$ cat src/design/sts_params.svh
`ifndef STS_PARAMS_SVH
`define STS_PARAMS_SVH

// ****************************************
// Clock and time base
// ****************************************
`define STS_CLK_HZ 25000000
`define STS_TICK_HZ 1000
`define STS_MS_PER_SEC 1000

// ****************************************
// Relay pulse, retry and lockout
// ****************************************
`define STS_PULSE_S 1
`define STS_RETRY_S 10
`define STS_MAX_TRIES 5
`define STS_FLASH_MS 250

// ****************************************
// Widths and reset levels
// ****************************************
`define STS_MS_W 20
`define STS_DLY_W 10
`define STS_TRY_W 3
`define STS_PIN_IDLE 1'b1
`define STS_RELAY_OFF 1'b1

`endif

$ cat src/design/sts_pkg.sv
`default_nettype none

package sts_pkg;

  typedef enum logic [3:0] {
    ST_ON_PRI,
    ST_ENG_DLY,
    ST_WAIT_GEN,
    ST_NE_DLY,
    ST_PULSE,
    ST_RETRY_WAIT,
    ST_PT_DLY,
    ST_ON_BKP,
    ST_EN_DLY,
    ST_COOL_DLY,
    ST_LOCKED
  } state_t;

  typedef enum logic [1:0] {
    MV_OPEN_PRI,
    MV_CLOSE_BKP,
    MV_OPEN_BKP,
    MV_CLOSE_PRI
  } move_t;

endpackage : sts_pkg

`default_nettype wire

$ cat src/design/timer_if.sv
`timescale 1ns/1ns
`default_nettype none
`include "sts_params.svh"

interface timer_if #(parameter int MS_W = `STS_MS_W);
  logic start;
  logic [MS_W-1:0] loadMs;
  logic done;

  modport ctrl (output start, output loadMs, input done);
  modport tmr (input start, input loadMs, output done);
endinterface : timer_if

`default_nettype wire

$ cat src/design/delay_timer.sv
`timescale 1ns/1ns
`default_nettype none
`include "sts_params.svh"

module delay_timer #(parameter int MS_W = `STS_MS_W)
(
  // Clock and reset
  input wire logic ref_clk,
  input wire logic sys_rst,
  // Millisecond enable
  input wire logic msTick,
  // Sequencer side
  timer_if.tmr tif
);

  logic [MS_W-1:0] remain_r;
  logic running_r;

  // A new start always wins over the countdown, but a done the old count set the cycle before still shows while start is high
  always_ff @(posedge ref_clk)
  begin
    if (sys_rst)
    begin
      remain_r <= '0;
      running_r <= 1'b0;
      tif.done <= 1'b0;
    end
    else
    begin
      tif.done <= 1'b0;
      if (tif.start)
      begin
        remain_r <= tif.loadMs;
        running_r <= (tif.loadMs != '0);
        tif.done <= (tif.loadMs == '0);
      end
      else if (running_r && msTick)
      begin
        remain_r <= remain_r - MS_W'(1);
        if (remain_r == MS_W'(1))
        begin
          running_r <= 1'b0;
          tif.done <= 1'b1;
        end
      end
    end
  end

endmodule : delay_timer

`default_nettype wire

$ cat src/design/input_sync.sv
`timescale 1ns/1ns
`default_nettype none
`include "sts_params.svh"

module input_sync #(parameter int W = 5)
(
  // Clock and reset
  input wire logic ref_clk,
  input wire logic sys_rst,
  // Active-low pins
  input wire logic [W-1:0] pinN,
  // Synchronised, active high
  output logic [W-1:0] asserted
);

  logic [W-1:0] meta_r;
  logic [W-1:0] stable_r;

  always_ff @(posedge ref_clk)
  begin
    if (sys_rst)
    begin
      meta_r <= {W{`STS_PIN_IDLE}};
      stable_r <= {W{`STS_PIN_IDLE}};
    end
    else
    begin
      meta_r <= pinN;
      stable_r <= meta_r;
    end
  end

  assign asserted = ~stable_r;

endmodule : input_sync

`default_nettype wire

$ cat src/design/source_transfer_sequencer.sv
`timescale 1ns/1ns
`default_nettype none
`include "sts_params.svh"

module source_transfer_sequencer #(
  parameter int MS_CYCLES = `STS_CLK_HZ / `STS_TICK_HZ,
  parameter int DLY_W = `STS_DLY_W,
  parameter int MS_W = `STS_MS_W
)
(
  // Clock and reset
  input wire logic ref_clk,
  input wire logic sys_rst,
  // Source sensing, contacts and override, active-low pins
  input wire logic primaryOkN,
  input wire logic backupOkN,
  input wire logic primarySideAuxContactN,
  input wire logic backupSideAuxContactN,
  input wire logic overrideN,
  // Delay settings in seconds
  input wire logic [DLY_W-1:0] engineStartDelaySec,
  input wire logic [DLY_W-1:0] toBackupDelaySec,
  input wire logic [DLY_W-1:0] programmedTransitionDelaySec,
  input wire logic [DLY_W-1:0] toPrimaryDelaySec,
  input wire logic [DLY_W-1:0] engineCooldownDelaySec,
  // Transfer relays, active low
  output logic openPrimaryRelayN,
  output logic closePrimaryRelayN,
  output logic openBackupRelayN,
  output logic closeBackupRelayN,
  // Generator start contact, high while closed
  output logic genStartClosed,
  // Panel indicators
  output logic primaryAvailLed,
  output logic backupAvailLed,
  output logic primaryConnLed,
  output logic backupConnLed
);

  // ****************************************
  // Constants and helpers
  // ****************************************
  localparam int DIV_W = $clog2(MS_CYCLES);
  localparam logic [MS_W-1:0] PULSE_MS = MS_W'(`STS_PULSE_S * `STS_MS_PER_SEC);
  localparam logic [MS_W-1:0] RETRY_MS = MS_W'(`STS_RETRY_S * `STS_MS_PER_SEC);
  localparam logic [MS_W-1:0] FLASH_MS = MS_W'(`STS_FLASH_MS);
  localparam logic [`STS_TRY_W-1:0] LAST_TRY = `STS_TRY_W'(`STS_MAX_TRIES - 1);

  function automatic logic [MS_W-1:0] secToMs(input logic [DLY_W-1:0] sec);
    secToMs = MS_W'(sec) * MS_W'(`STS_MS_PER_SEC);
  endfunction : secToMs

  // Drive bits: open primary, close primary, open backup, close backup
  function automatic logic [3:0] relayDrive(input sts_pkg::move_t mv);
    unique case (mv)
      sts_pkg::MV_OPEN_PRI: relayDrive = 4'h8;
      sts_pkg::MV_CLOSE_BKP: relayDrive = 4'h9;
      sts_pkg::MV_OPEN_BKP: relayDrive = 4'h2;
      sts_pkg::MV_CLOSE_PRI: relayDrive = 4'h6;
    endcase
  endfunction : relayDrive

  function automatic logic moveMade(input sts_pkg::move_t mv, input logic pA, input logic bA);
    unique case (mv)
      sts_pkg::MV_OPEN_PRI: moveMade = !pA;
      sts_pkg::MV_CLOSE_BKP: moveMade = bA;
      sts_pkg::MV_OPEN_BKP: moveMade = !bA;
      sts_pkg::MV_CLOSE_PRI: moveMade = pA;
    endcase
  endfunction : moveMade

  // ****************************************
  // Inputs and time base
  // ****************************************
  logic [4:0] inAsserted;
  logic priOk;
  logic bkpOk;
  logic priAux;
  logic bkpAux;
  logic ovrLevel;
  logic ovrLast_r;
  logic ovrPress;
  logic [DIV_W-1:0] div_r;
  logic msTick;

  input_sync #(.W(5)) u_input_sync (
    .ref_clk(ref_clk),
    .sys_rst(sys_rst),
    .pinN({overrideN, backupSideAuxContactN, primarySideAuxContactN, backupOkN, primaryOkN}),
    .asserted(inAsserted)
  );

  assign {ovrLevel, bkpAux, priAux, bkpOk, priOk} = inAsserted;
  assign ovrPress = ovrLevel && !ovrLast_r;
  assign msTick = (div_r == DIV_W'(MS_CYCLES - 1));

  always_ff @(posedge ref_clk)
  begin
    if (sys_rst)
    begin
      div_r <= '0;
      ovrLast_r <= 1'b0;
    end
    else
    begin
      div_r <= msTick ? '0 : div_r + DIV_W'(1);
      ovrLast_r <= ovrLevel;
    end
  end

  // ****************************************
  // Delay timer
  // ****************************************
  timer_if #(.MS_W(MS_W)) tmrBus ();
  logic tStart_r;
  logic [MS_W-1:0] tLoad_r;
  logic tDone;

  assign tmrBus.start = tStart_r;
  assign tmrBus.loadMs = tLoad_r;
  // A done left over from a count that a fresh start replaced must not end the new delay
  assign tDone = tmrBus.done && !tStart_r;

  delay_timer #(.MS_W(MS_W)) u_delay_timer (
    .ref_clk(ref_clk),
    .sys_rst(sys_rst),
    .msTick(msTick),
    .tif(tmrBus)
  );

  // ****************************************
  // Sequencer
  // ****************************************
  sts_pkg::state_t state_r;
  sts_pkg::move_t move_r;
  logic [`STS_TRY_W-1:0] tries_r;
  logic failPri_r;
  logic made;

  assign made = moveMade(move_r, priAux, bkpAux);

  always_ff @(posedge ref_clk)
  begin
    if (sys_rst)
    begin
      state_r <= sts_pkg::ST_ON_PRI;
      move_r <= sts_pkg::MV_OPEN_PRI;
      tries_r <= '0;
      failPri_r <= 1'b0;
      tStart_r <= 1'b0;
      tLoad_r <= '0;
    end
    else
    begin
      tStart_r <= 1'b0;
      unique case (state_r)
        sts_pkg::ST_ON_PRI:
        begin
          if (priAux && !priOk)
          begin
            state_r <= sts_pkg::ST_ENG_DLY;
            tStart_r <= 1'b1;
            tLoad_r <= secToMs(engineStartDelaySec);
          end
          else if (bkpAux && !priAux)
          begin
            state_r <= sts_pkg::ST_ON_BKP;
          end
          else if (!priAux && !bkpAux && priOk)
          begin
            state_r <= sts_pkg::ST_PULSE;
            move_r <= sts_pkg::MV_CLOSE_PRI;
            tStart_r <= 1'b1;
            tLoad_r <= PULSE_MS;
          end
          else if (genStartClosed && priOk)
          begin
            state_r <= sts_pkg::ST_COOL_DLY;
            tStart_r <= 1'b1;
            tLoad_r <= secToMs(engineCooldownDelaySec);
          end
        end
        sts_pkg::ST_ENG_DLY:
        begin
          if (priOk)
            state_r <= sts_pkg::ST_ON_PRI;
          else if (tDone)
            state_r <= sts_pkg::ST_WAIT_GEN;
        end
        sts_pkg::ST_WAIT_GEN, sts_pkg::ST_NE_DLY:
        begin
          if (priOk)
          begin
            state_r <= sts_pkg::ST_COOL_DLY;
            tStart_r <= 1'b1;
            tLoad_r <= secToMs(engineCooldownDelaySec);
          end
          else if (state_r == sts_pkg::ST_WAIT_GEN && bkpOk)
          begin
            state_r <= sts_pkg::ST_NE_DLY;
            tStart_r <= 1'b1;
            tLoad_r <= secToMs(toBackupDelaySec);
          end
          else if (state_r == sts_pkg::ST_NE_DLY && tDone)
          begin
            state_r <= sts_pkg::ST_PULSE;
            move_r <= sts_pkg::MV_OPEN_PRI;
            tStart_r <= 1'b1;
            tLoad_r <= PULSE_MS;
          end
        end
        sts_pkg::ST_PULSE:
        begin
          if (made)
          begin
            tries_r <= '0;
            tStart_r <= 1'b1;
            unique case (move_r)
              sts_pkg::MV_OPEN_PRI, sts_pkg::MV_OPEN_BKP:
              begin
                state_r <= sts_pkg::ST_PT_DLY;
                tLoad_r <= secToMs(programmedTransitionDelaySec);
                move_r <= (move_r == sts_pkg::MV_OPEN_PRI) ? sts_pkg::MV_CLOSE_BKP
                                                           : sts_pkg::MV_CLOSE_PRI;
              end
              sts_pkg::MV_CLOSE_BKP:
              begin
                state_r <= sts_pkg::ST_ON_BKP;
                tStart_r <= 1'b0;
              end
              sts_pkg::MV_CLOSE_PRI:
              begin
                state_r <= sts_pkg::ST_COOL_DLY;
                tLoad_r <= secToMs(engineCooldownDelaySec);
              end
            endcase
          end
          else if (tDone && tries_r == LAST_TRY)
          begin
            state_r <= sts_pkg::ST_LOCKED;
            failPri_r <= (move_r == sts_pkg::MV_OPEN_PRI) || (move_r == sts_pkg::MV_CLOSE_PRI);
          end
          else if (tDone)
          begin
            state_r <= sts_pkg::ST_RETRY_WAIT;
            tries_r <= tries_r + `STS_TRY_W'(1);
            tStart_r <= 1'b1;
            tLoad_r <= RETRY_MS;
          end
        end
        sts_pkg::ST_RETRY_WAIT:
        begin
          if (tDone)
          begin
            state_r <= sts_pkg::ST_PULSE;
            tStart_r <= 1'b1;
            tLoad_r <= PULSE_MS;
          end
        end
        sts_pkg::ST_PT_DLY:
        begin
          if (tDone)
          begin
            state_r <= sts_pkg::ST_PULSE;
            tStart_r <= 1'b1;
            tLoad_r <= PULSE_MS;
          end
        end
        sts_pkg::ST_ON_BKP:
        begin
          if (priOk)
          begin
            state_r <= sts_pkg::ST_EN_DLY;
            tStart_r <= 1'b1;
            tLoad_r <= secToMs(toPrimaryDelaySec);
          end
        end
        sts_pkg::ST_EN_DLY:
        begin
          if (!priOk)
            state_r <= sts_pkg::ST_ON_BKP;
          else if (tDone)
          begin
            state_r <= sts_pkg::ST_PULSE;
            move_r <= sts_pkg::MV_OPEN_BKP;
            tStart_r <= 1'b1;
            tLoad_r <= PULSE_MS;
          end
        end
        sts_pkg::ST_COOL_DLY:
        begin
          // Primary lost again during cooldown: the generator is still running
          if (priAux && !priOk)
            state_r <= sts_pkg::ST_WAIT_GEN;
          else if (tDone)
            state_r <= sts_pkg::ST_ON_PRI;
        end
        sts_pkg::ST_LOCKED:
        begin
          if (ovrPress)
          begin
            tries_r <= '0;
            if (priAux)
              state_r <= sts_pkg::ST_ON_PRI;
            else if (bkpAux)
              state_r <= sts_pkg::ST_ON_BKP;
            else
            begin
              state_r <= sts_pkg::ST_PULSE;
              tStart_r <= 1'b1;
              tLoad_r <= PULSE_MS;
            end
          end
        end
      endcase
    end
  end

  // ****************************************
  // Outputs
  // ****************************************
  logic [3:0] relayN_r;
  logic flash_r;
  logic [MS_W-1:0] flashCnt_r;

  assign {openPrimaryRelayN, closePrimaryRelayN, openBackupRelayN, closeBackupRelayN} = relayN_r;

  always_ff @(posedge ref_clk)
  begin
    if (sys_rst)
      relayN_r <= {4{`STS_RELAY_OFF}};
    else if (state_r == sts_pkg::ST_PULSE)
      relayN_r <= ~relayDrive(move_r);
    else
      relayN_r <= {4{`STS_RELAY_OFF}};
  end

  // Contact is held open at reset so no start is sent before the sequence asks
  always_ff @(posedge ref_clk)
  begin
    if (sys_rst)
      genStartClosed <= 1'b0;
    else if (state_r == sts_pkg::ST_ENG_DLY && tDone && !priOk)
      genStartClosed <= 1'b1;
    else if (state_r == sts_pkg::ST_COOL_DLY && tDone && !(priAux && !priOk))
      genStartClosed <= 1'b0;
  end

  always_ff @(posedge ref_clk)
  begin
    if (sys_rst)
    begin
      flashCnt_r <= '0;
      flash_r <= 1'b0;
    end
    else if (msTick)
    begin
      flashCnt_r <= (flashCnt_r == FLASH_MS - MS_W'(1)) ? '0 : flashCnt_r + MS_W'(1);
      if (flashCnt_r == FLASH_MS - MS_W'(1))
        flash_r <= !flash_r;
    end
  end

  // Connected LEDs ignore AC sensing on purpose; a dead source still shows
  always_ff @(posedge ref_clk)
  begin
    if (sys_rst)
    begin
      primaryAvailLed <= 1'b0;
      backupAvailLed <= 1'b0;
      primaryConnLed <= 1'b0;
      backupConnLed <= 1'b0;
    end
    else
    begin
      primaryAvailLed <= priOk;
      backupAvailLed <= bkpOk;
      primaryConnLed <= (state_r == sts_pkg::ST_LOCKED && failPri_r) ? flash_r : priAux;
      backupConnLed <= (state_r == sts_pkg::ST_LOCKED && !failPri_r) ? flash_r : bkpAux;
    end
  end

  // ****************************************
  // Checks
  // ****************************************
  localparam int PULSE_LIMIT = MS_CYCLES * (`STS_PULSE_S * `STS_MS_PER_SEC + 1) + 4;
  int relayCyc_r;

  always_ff @(posedge ref_clk)
  begin
    if (sys_rst || relayN_r == {4{`STS_RELAY_OFF}})
      relayCyc_r <= 0;
    else
      relayCyc_r <= relayCyc_r + 1;
  end
endmodule : source_transfer_sequencer

`default_nettype wire

$ cat config.mk
export PLATFORM = sky130hd
export DESIGN_NAME = source_transfer_sequencer
export DESIGN_NICKNAME = d
export VERILOG_FILES = /design/src/design/sts_pkg.sv /design/src/design/timer_if.sv /design/src/design/delay_timer.sv /design/src/design/input_sync.sv /design/src/design/source_transfer_sequencer.sv
export VERILOG_INCLUDE_DIRS = /design/src /design/src/design
export SDC_FILE = /design/constraint.sdc
export NUM_CORES = 1
export LEC_CHECK = 0
export ABC_AREA = 1
export BUFFER_PORTS_ARGS = -buffer_cell sky130_fd_sc_hd__buf_2
export CORE_ASPECT_RATIO = 0.8
export CORE_MARGIN = 3
export CORE_UTILIZATION = 65
export DETAILED_ROUTE_END_ITERATION = 10
export PLACE_DENSITY = 0.8
export SLEW_MARGIN = 20
export SYNTH_ARGS = -nofsm -noshare
export SYNTH_HDL_FRONTEND = slang
export SYNTH_SLANG_ARGS = --single-unit
$ cat constraint.sdc
create_clock -name ref_clk -period 5.1 [get_ports ref_clk]
set_input_delay 0.255 -clock ref_clk [delete_from_list [all_inputs] [get_ports ref_clk]]
set_output_delay 0.255 -clock ref_clk [all_outputs]
set_load 0.01 [all_outputs]
==> out/metrics.yaml <==
outcome:
  status: "completed"
worst_hold_path:
  worstHoldEndpoint: "u_input_sync.meta_r[0]"
  min_path_cells: 2
  hold_path.startpoint: "primaryOkN"
  min_path_type: "in -> reg"
sta:
  slew_violations: 0
  slew_headroom: 0.336
  setup_tns_ns: 0
  finalSetupViolCount: 0
  worst_pin_slew_ns: 0.992
  period_needed_ns: 4.09
  fmax_mhz: 244
  fin_skew_ns: 0.0108
  final_hold_viol_count: 0
  finalCritPeriodShare: 0.803
  rsz0062_at_grt: "no"
synthesis:
  synthesis.area_um2: 15800
  ys_warn_count: 0
  synth-seq-cells: 106
  synthArstFlopShare: 0
  synthCells: 2258
  ys.flop_type: "dfxtp_1"
  synth_cell_type_count: 46
  synth.top_cell.area_share: 0.186
  yosysMostFrequentCell: "nand2_1"
  seq_area_frac_synth: 0.134
  synthTopCellsByArea: "fa_1 19%, ha_1 17%, dfxtp_1 13%, nand2_1 12%, inv_1 11%"
  synthTopCellsByCount: "489 x nand2_1, 462 x inv_1, 220 x ha_1"
  synth.net_count: 2682
  postSynthAreaPerCell_um2: 6.99
  synth_enable_flop_cells: 0
  synth_top_area_cell: "fa_1"
clock_tree:
  cts_setup_buffers: 0
  tritoncts: "built"
  cts_sinks: 106
  clockRootBuffer: "clkbuf_16"
  cts_inserted_buffers: 9
  clock_latency_ns: 0.36
  htreeDepth: 3
  cts.clk_slew.worst_paths_ns: 0.08
  cts_resized: 0
  cts_buffer_depth: 2
  hold_buffers: 0
detailed_routing:
  routed_wl_um: 41100
  drc: 0
  via_per_inst: 5.63
  ant_nets: 0
  drt-initial-drc-count: 1367
  wl_per_cell_um: 15.6
  drt_pass1_iterations: 6
  vias: 14806
floorplan:
  die_w_um: 180
  dieArea_um2: 26200
  rows: 50
  io_pins: 66
  start_util: 0.668
  core-area_um2: 23600
  die_y_um: 145
pwr:
  switching_share: 0.569
  combinationalPowerShare: 0.783
  p_seq_frac: 0.129
  p_switching_mw: 4.75
  clkPwrFrac: 0.088
  power_density_nw_per_um2: 500
  fin_total_pwr_mw: 8.35
  power.internal_mw: 3.60
  peakVddDrop_mv: 0.301
  power_leakage_nw: 8.84
global_routing:
  gr-total-overflow: 0
  antenna_found_initial: 0
  grt_pass1_vias: 14220
  track_usage: 0.313
  grt_max_degree: 53
  grt_first_pass_wirelength_um: 68600
critical_path:
  worstReg2RegEnd: "tLoad_r[19]"
  worstSetupPathType: "in -> reg"
  end_kind: "flop"
  worstPathCellList: "buf_2, inv_1, fa_1, fa_1, inv_1, fa_1, inv_1, fa_1, inv_1, ha_1, a21oi_1, nand3_1, o21ai_0, nand2_1, nand3b_1, nand2_1, a21oi_1"
  r2r_cells: 13
  reg2reg_from: "u_input_sync.stable_r[0]"
  crit_path_start_kind: "primary input"
  critPathMaxStageDelay_ns: 0.54
  cp_max_fo: 5
  worst_ep_required_time_ns: 5.32
  crit_arrival_ns: 4.32
  ff2ff_setup_slack_ns: 2.03
  slowest_stage: "fa_1"
layout:
  syn2layout_area_growth_pct: 5.89
  fillers: 2083
  diodes: 0
  drive_gt1_frac: 0.0522
  final_nets: 2737
placement:
  dp_hpwl_um: 34600
  port_buffers: 65
  gp_congestion: 1.01
job:
  drv_cap: 0
-- final cells by class --
type	instances	area [um^2]	area share
repair buffers	68	348	0.0208
inverters	468	1760	0.105
flip-flops and latches	106	2120	0.127
clock buffers	10	239	0.0143
well taps	312	390	0.0233
multi-input cells	1660	11800	0.705
clock inverters	6	70.1	0.00419
-- cell families after synthesis --
| group | count (synthesis) | share of synthesized area |
|---|---|---|
| AOI/OAI and AO/OA | 248 | 0.0865 |
| xor gates and xnor gates | 44 | 0.0244 |
| adders and majority gates | 367 | 0.361 |
| buffers and inverters | 492 | 0.119 |
| DFF | 106 | 0.134 |
| and+or+nand+nor | 1001 | 0.275 |
-- metal layers --
metal / vias to the layer above / routed length [um] / share of wire / GRT usage
li1: 7261 / - / - / -
met1: 6928 / 18700 / 0.45 / 0.443
met2: 548 / 18600 / 0.45 / 0.510
met3: 69 / 3120 / 0.076 / 0.0547
met4: 0 / 711 / 0.017 / 0.0633
met5: - / 0 / 0 / 0
-- metrics by stage --
step / instance area, um^2 / utilization / worst slack [ns] / cells / hold slack (ns)
finish: 16700 / 0.707 / 1.01 / 2630 / 0.0826
global route: 16700 / 0.707 / 0.768 / 2630 / 0.0823
CTS: 16700 / 0.707 / 1.00 / 2630 / 0.0776
detailed placement: 16400 / 0.694 / 0.636 / 2614 / 0.397
global placement: 16400 / 0.694 / 0.549 / 2614 / 0.391
floorplan: 15800 / - / 1.24 / 2258 / 0.359
-- critical path, delay by kind of cell --
| family | cells | cell delay (ns) |
|---|---|---|
| adder cells (fa/ha/maj) | 5 | 2.41 |
| AO/OA/AOI/OAI | 3 | 0.68 |
| AND/OR/NAND/NOR | 4 | 0.59 |
| buffers and inverters | 5 | 0.37 |
-- worst max path at each step --
stage | from | end | slack, ns | cells after the start
global route | programmedTransitionDelaySec[0] | tLoad_r[18] | 0.77 | 18
floorplan | toPrimaryDelaySec[1] | tLoad_r[16] | 1.24 | 18
global placement | toPrimaryDelaySec[2] | tLoad_r[11] | 0.55 | 17
detailed placement | toPrimaryDelaySec[2] | tLoad_r[11] | 0.64 | 17
CTS | toPrimaryDelaySec[2] | tLoad_r[11] | 1.00 | 17
finish | toPrimaryDelaySec[1] | tLoad_r[11] | 1.01 | 17
-- registers in the layout (all words and copies together), names as in the netlist, 2 cells and up --
signal	cells
state_r	4
flashCnt_r	20
move_r	2
u_input_sync.stable_r	5
tries_r	3
div_r	15
tLoad_r	17
relayN_r	4
u_input_sync.meta_r	5
u_delay_timer.remain_r	20
-- power groups by stage --
stage,logic [mW],clock network [mW],registers [mW]
after global routing,7.40,0.768,1.08
after detailed placement,6.34,0,1.09
final,6.54,0.735,1.08
after CTS,6.39,0.745,1.07
after floorplan,4.86,0,1.03
after global placement,6.23,0,1.08
-- layout by cell type (no fill, tap or decap), types with 9 or more instances in the layout --
| cell | instances |
|---|---|
| nand4_1 | 42 |
| dfxtp_1 | 106 |
| xnor2_1 | 18 |
| and2_1 | 9 |
| or2_2 | 19 |
| a21oi_1 | 116 |
| nand3_1 | 163 |
| o21bai_1 | 10 |
| ha_1 | 220 |
| inv_1 | 462 |
| nor2_1 | 196 |
| nand3b_1 | 12 |
| xor2_1 | 26 |
| o21ai_0 | 79 |
| fa_1 | 147 |
| nor3b_1 | 12 |
| a31oi_1 | 12 |
| o211ai_1 | 9 |
| nand2_1 | 489 |
| buf_2 | 65 |
| nor3_1 | 40 |
| clkbuf_16 | 9 |
Power figures use the tool's default switching activity.
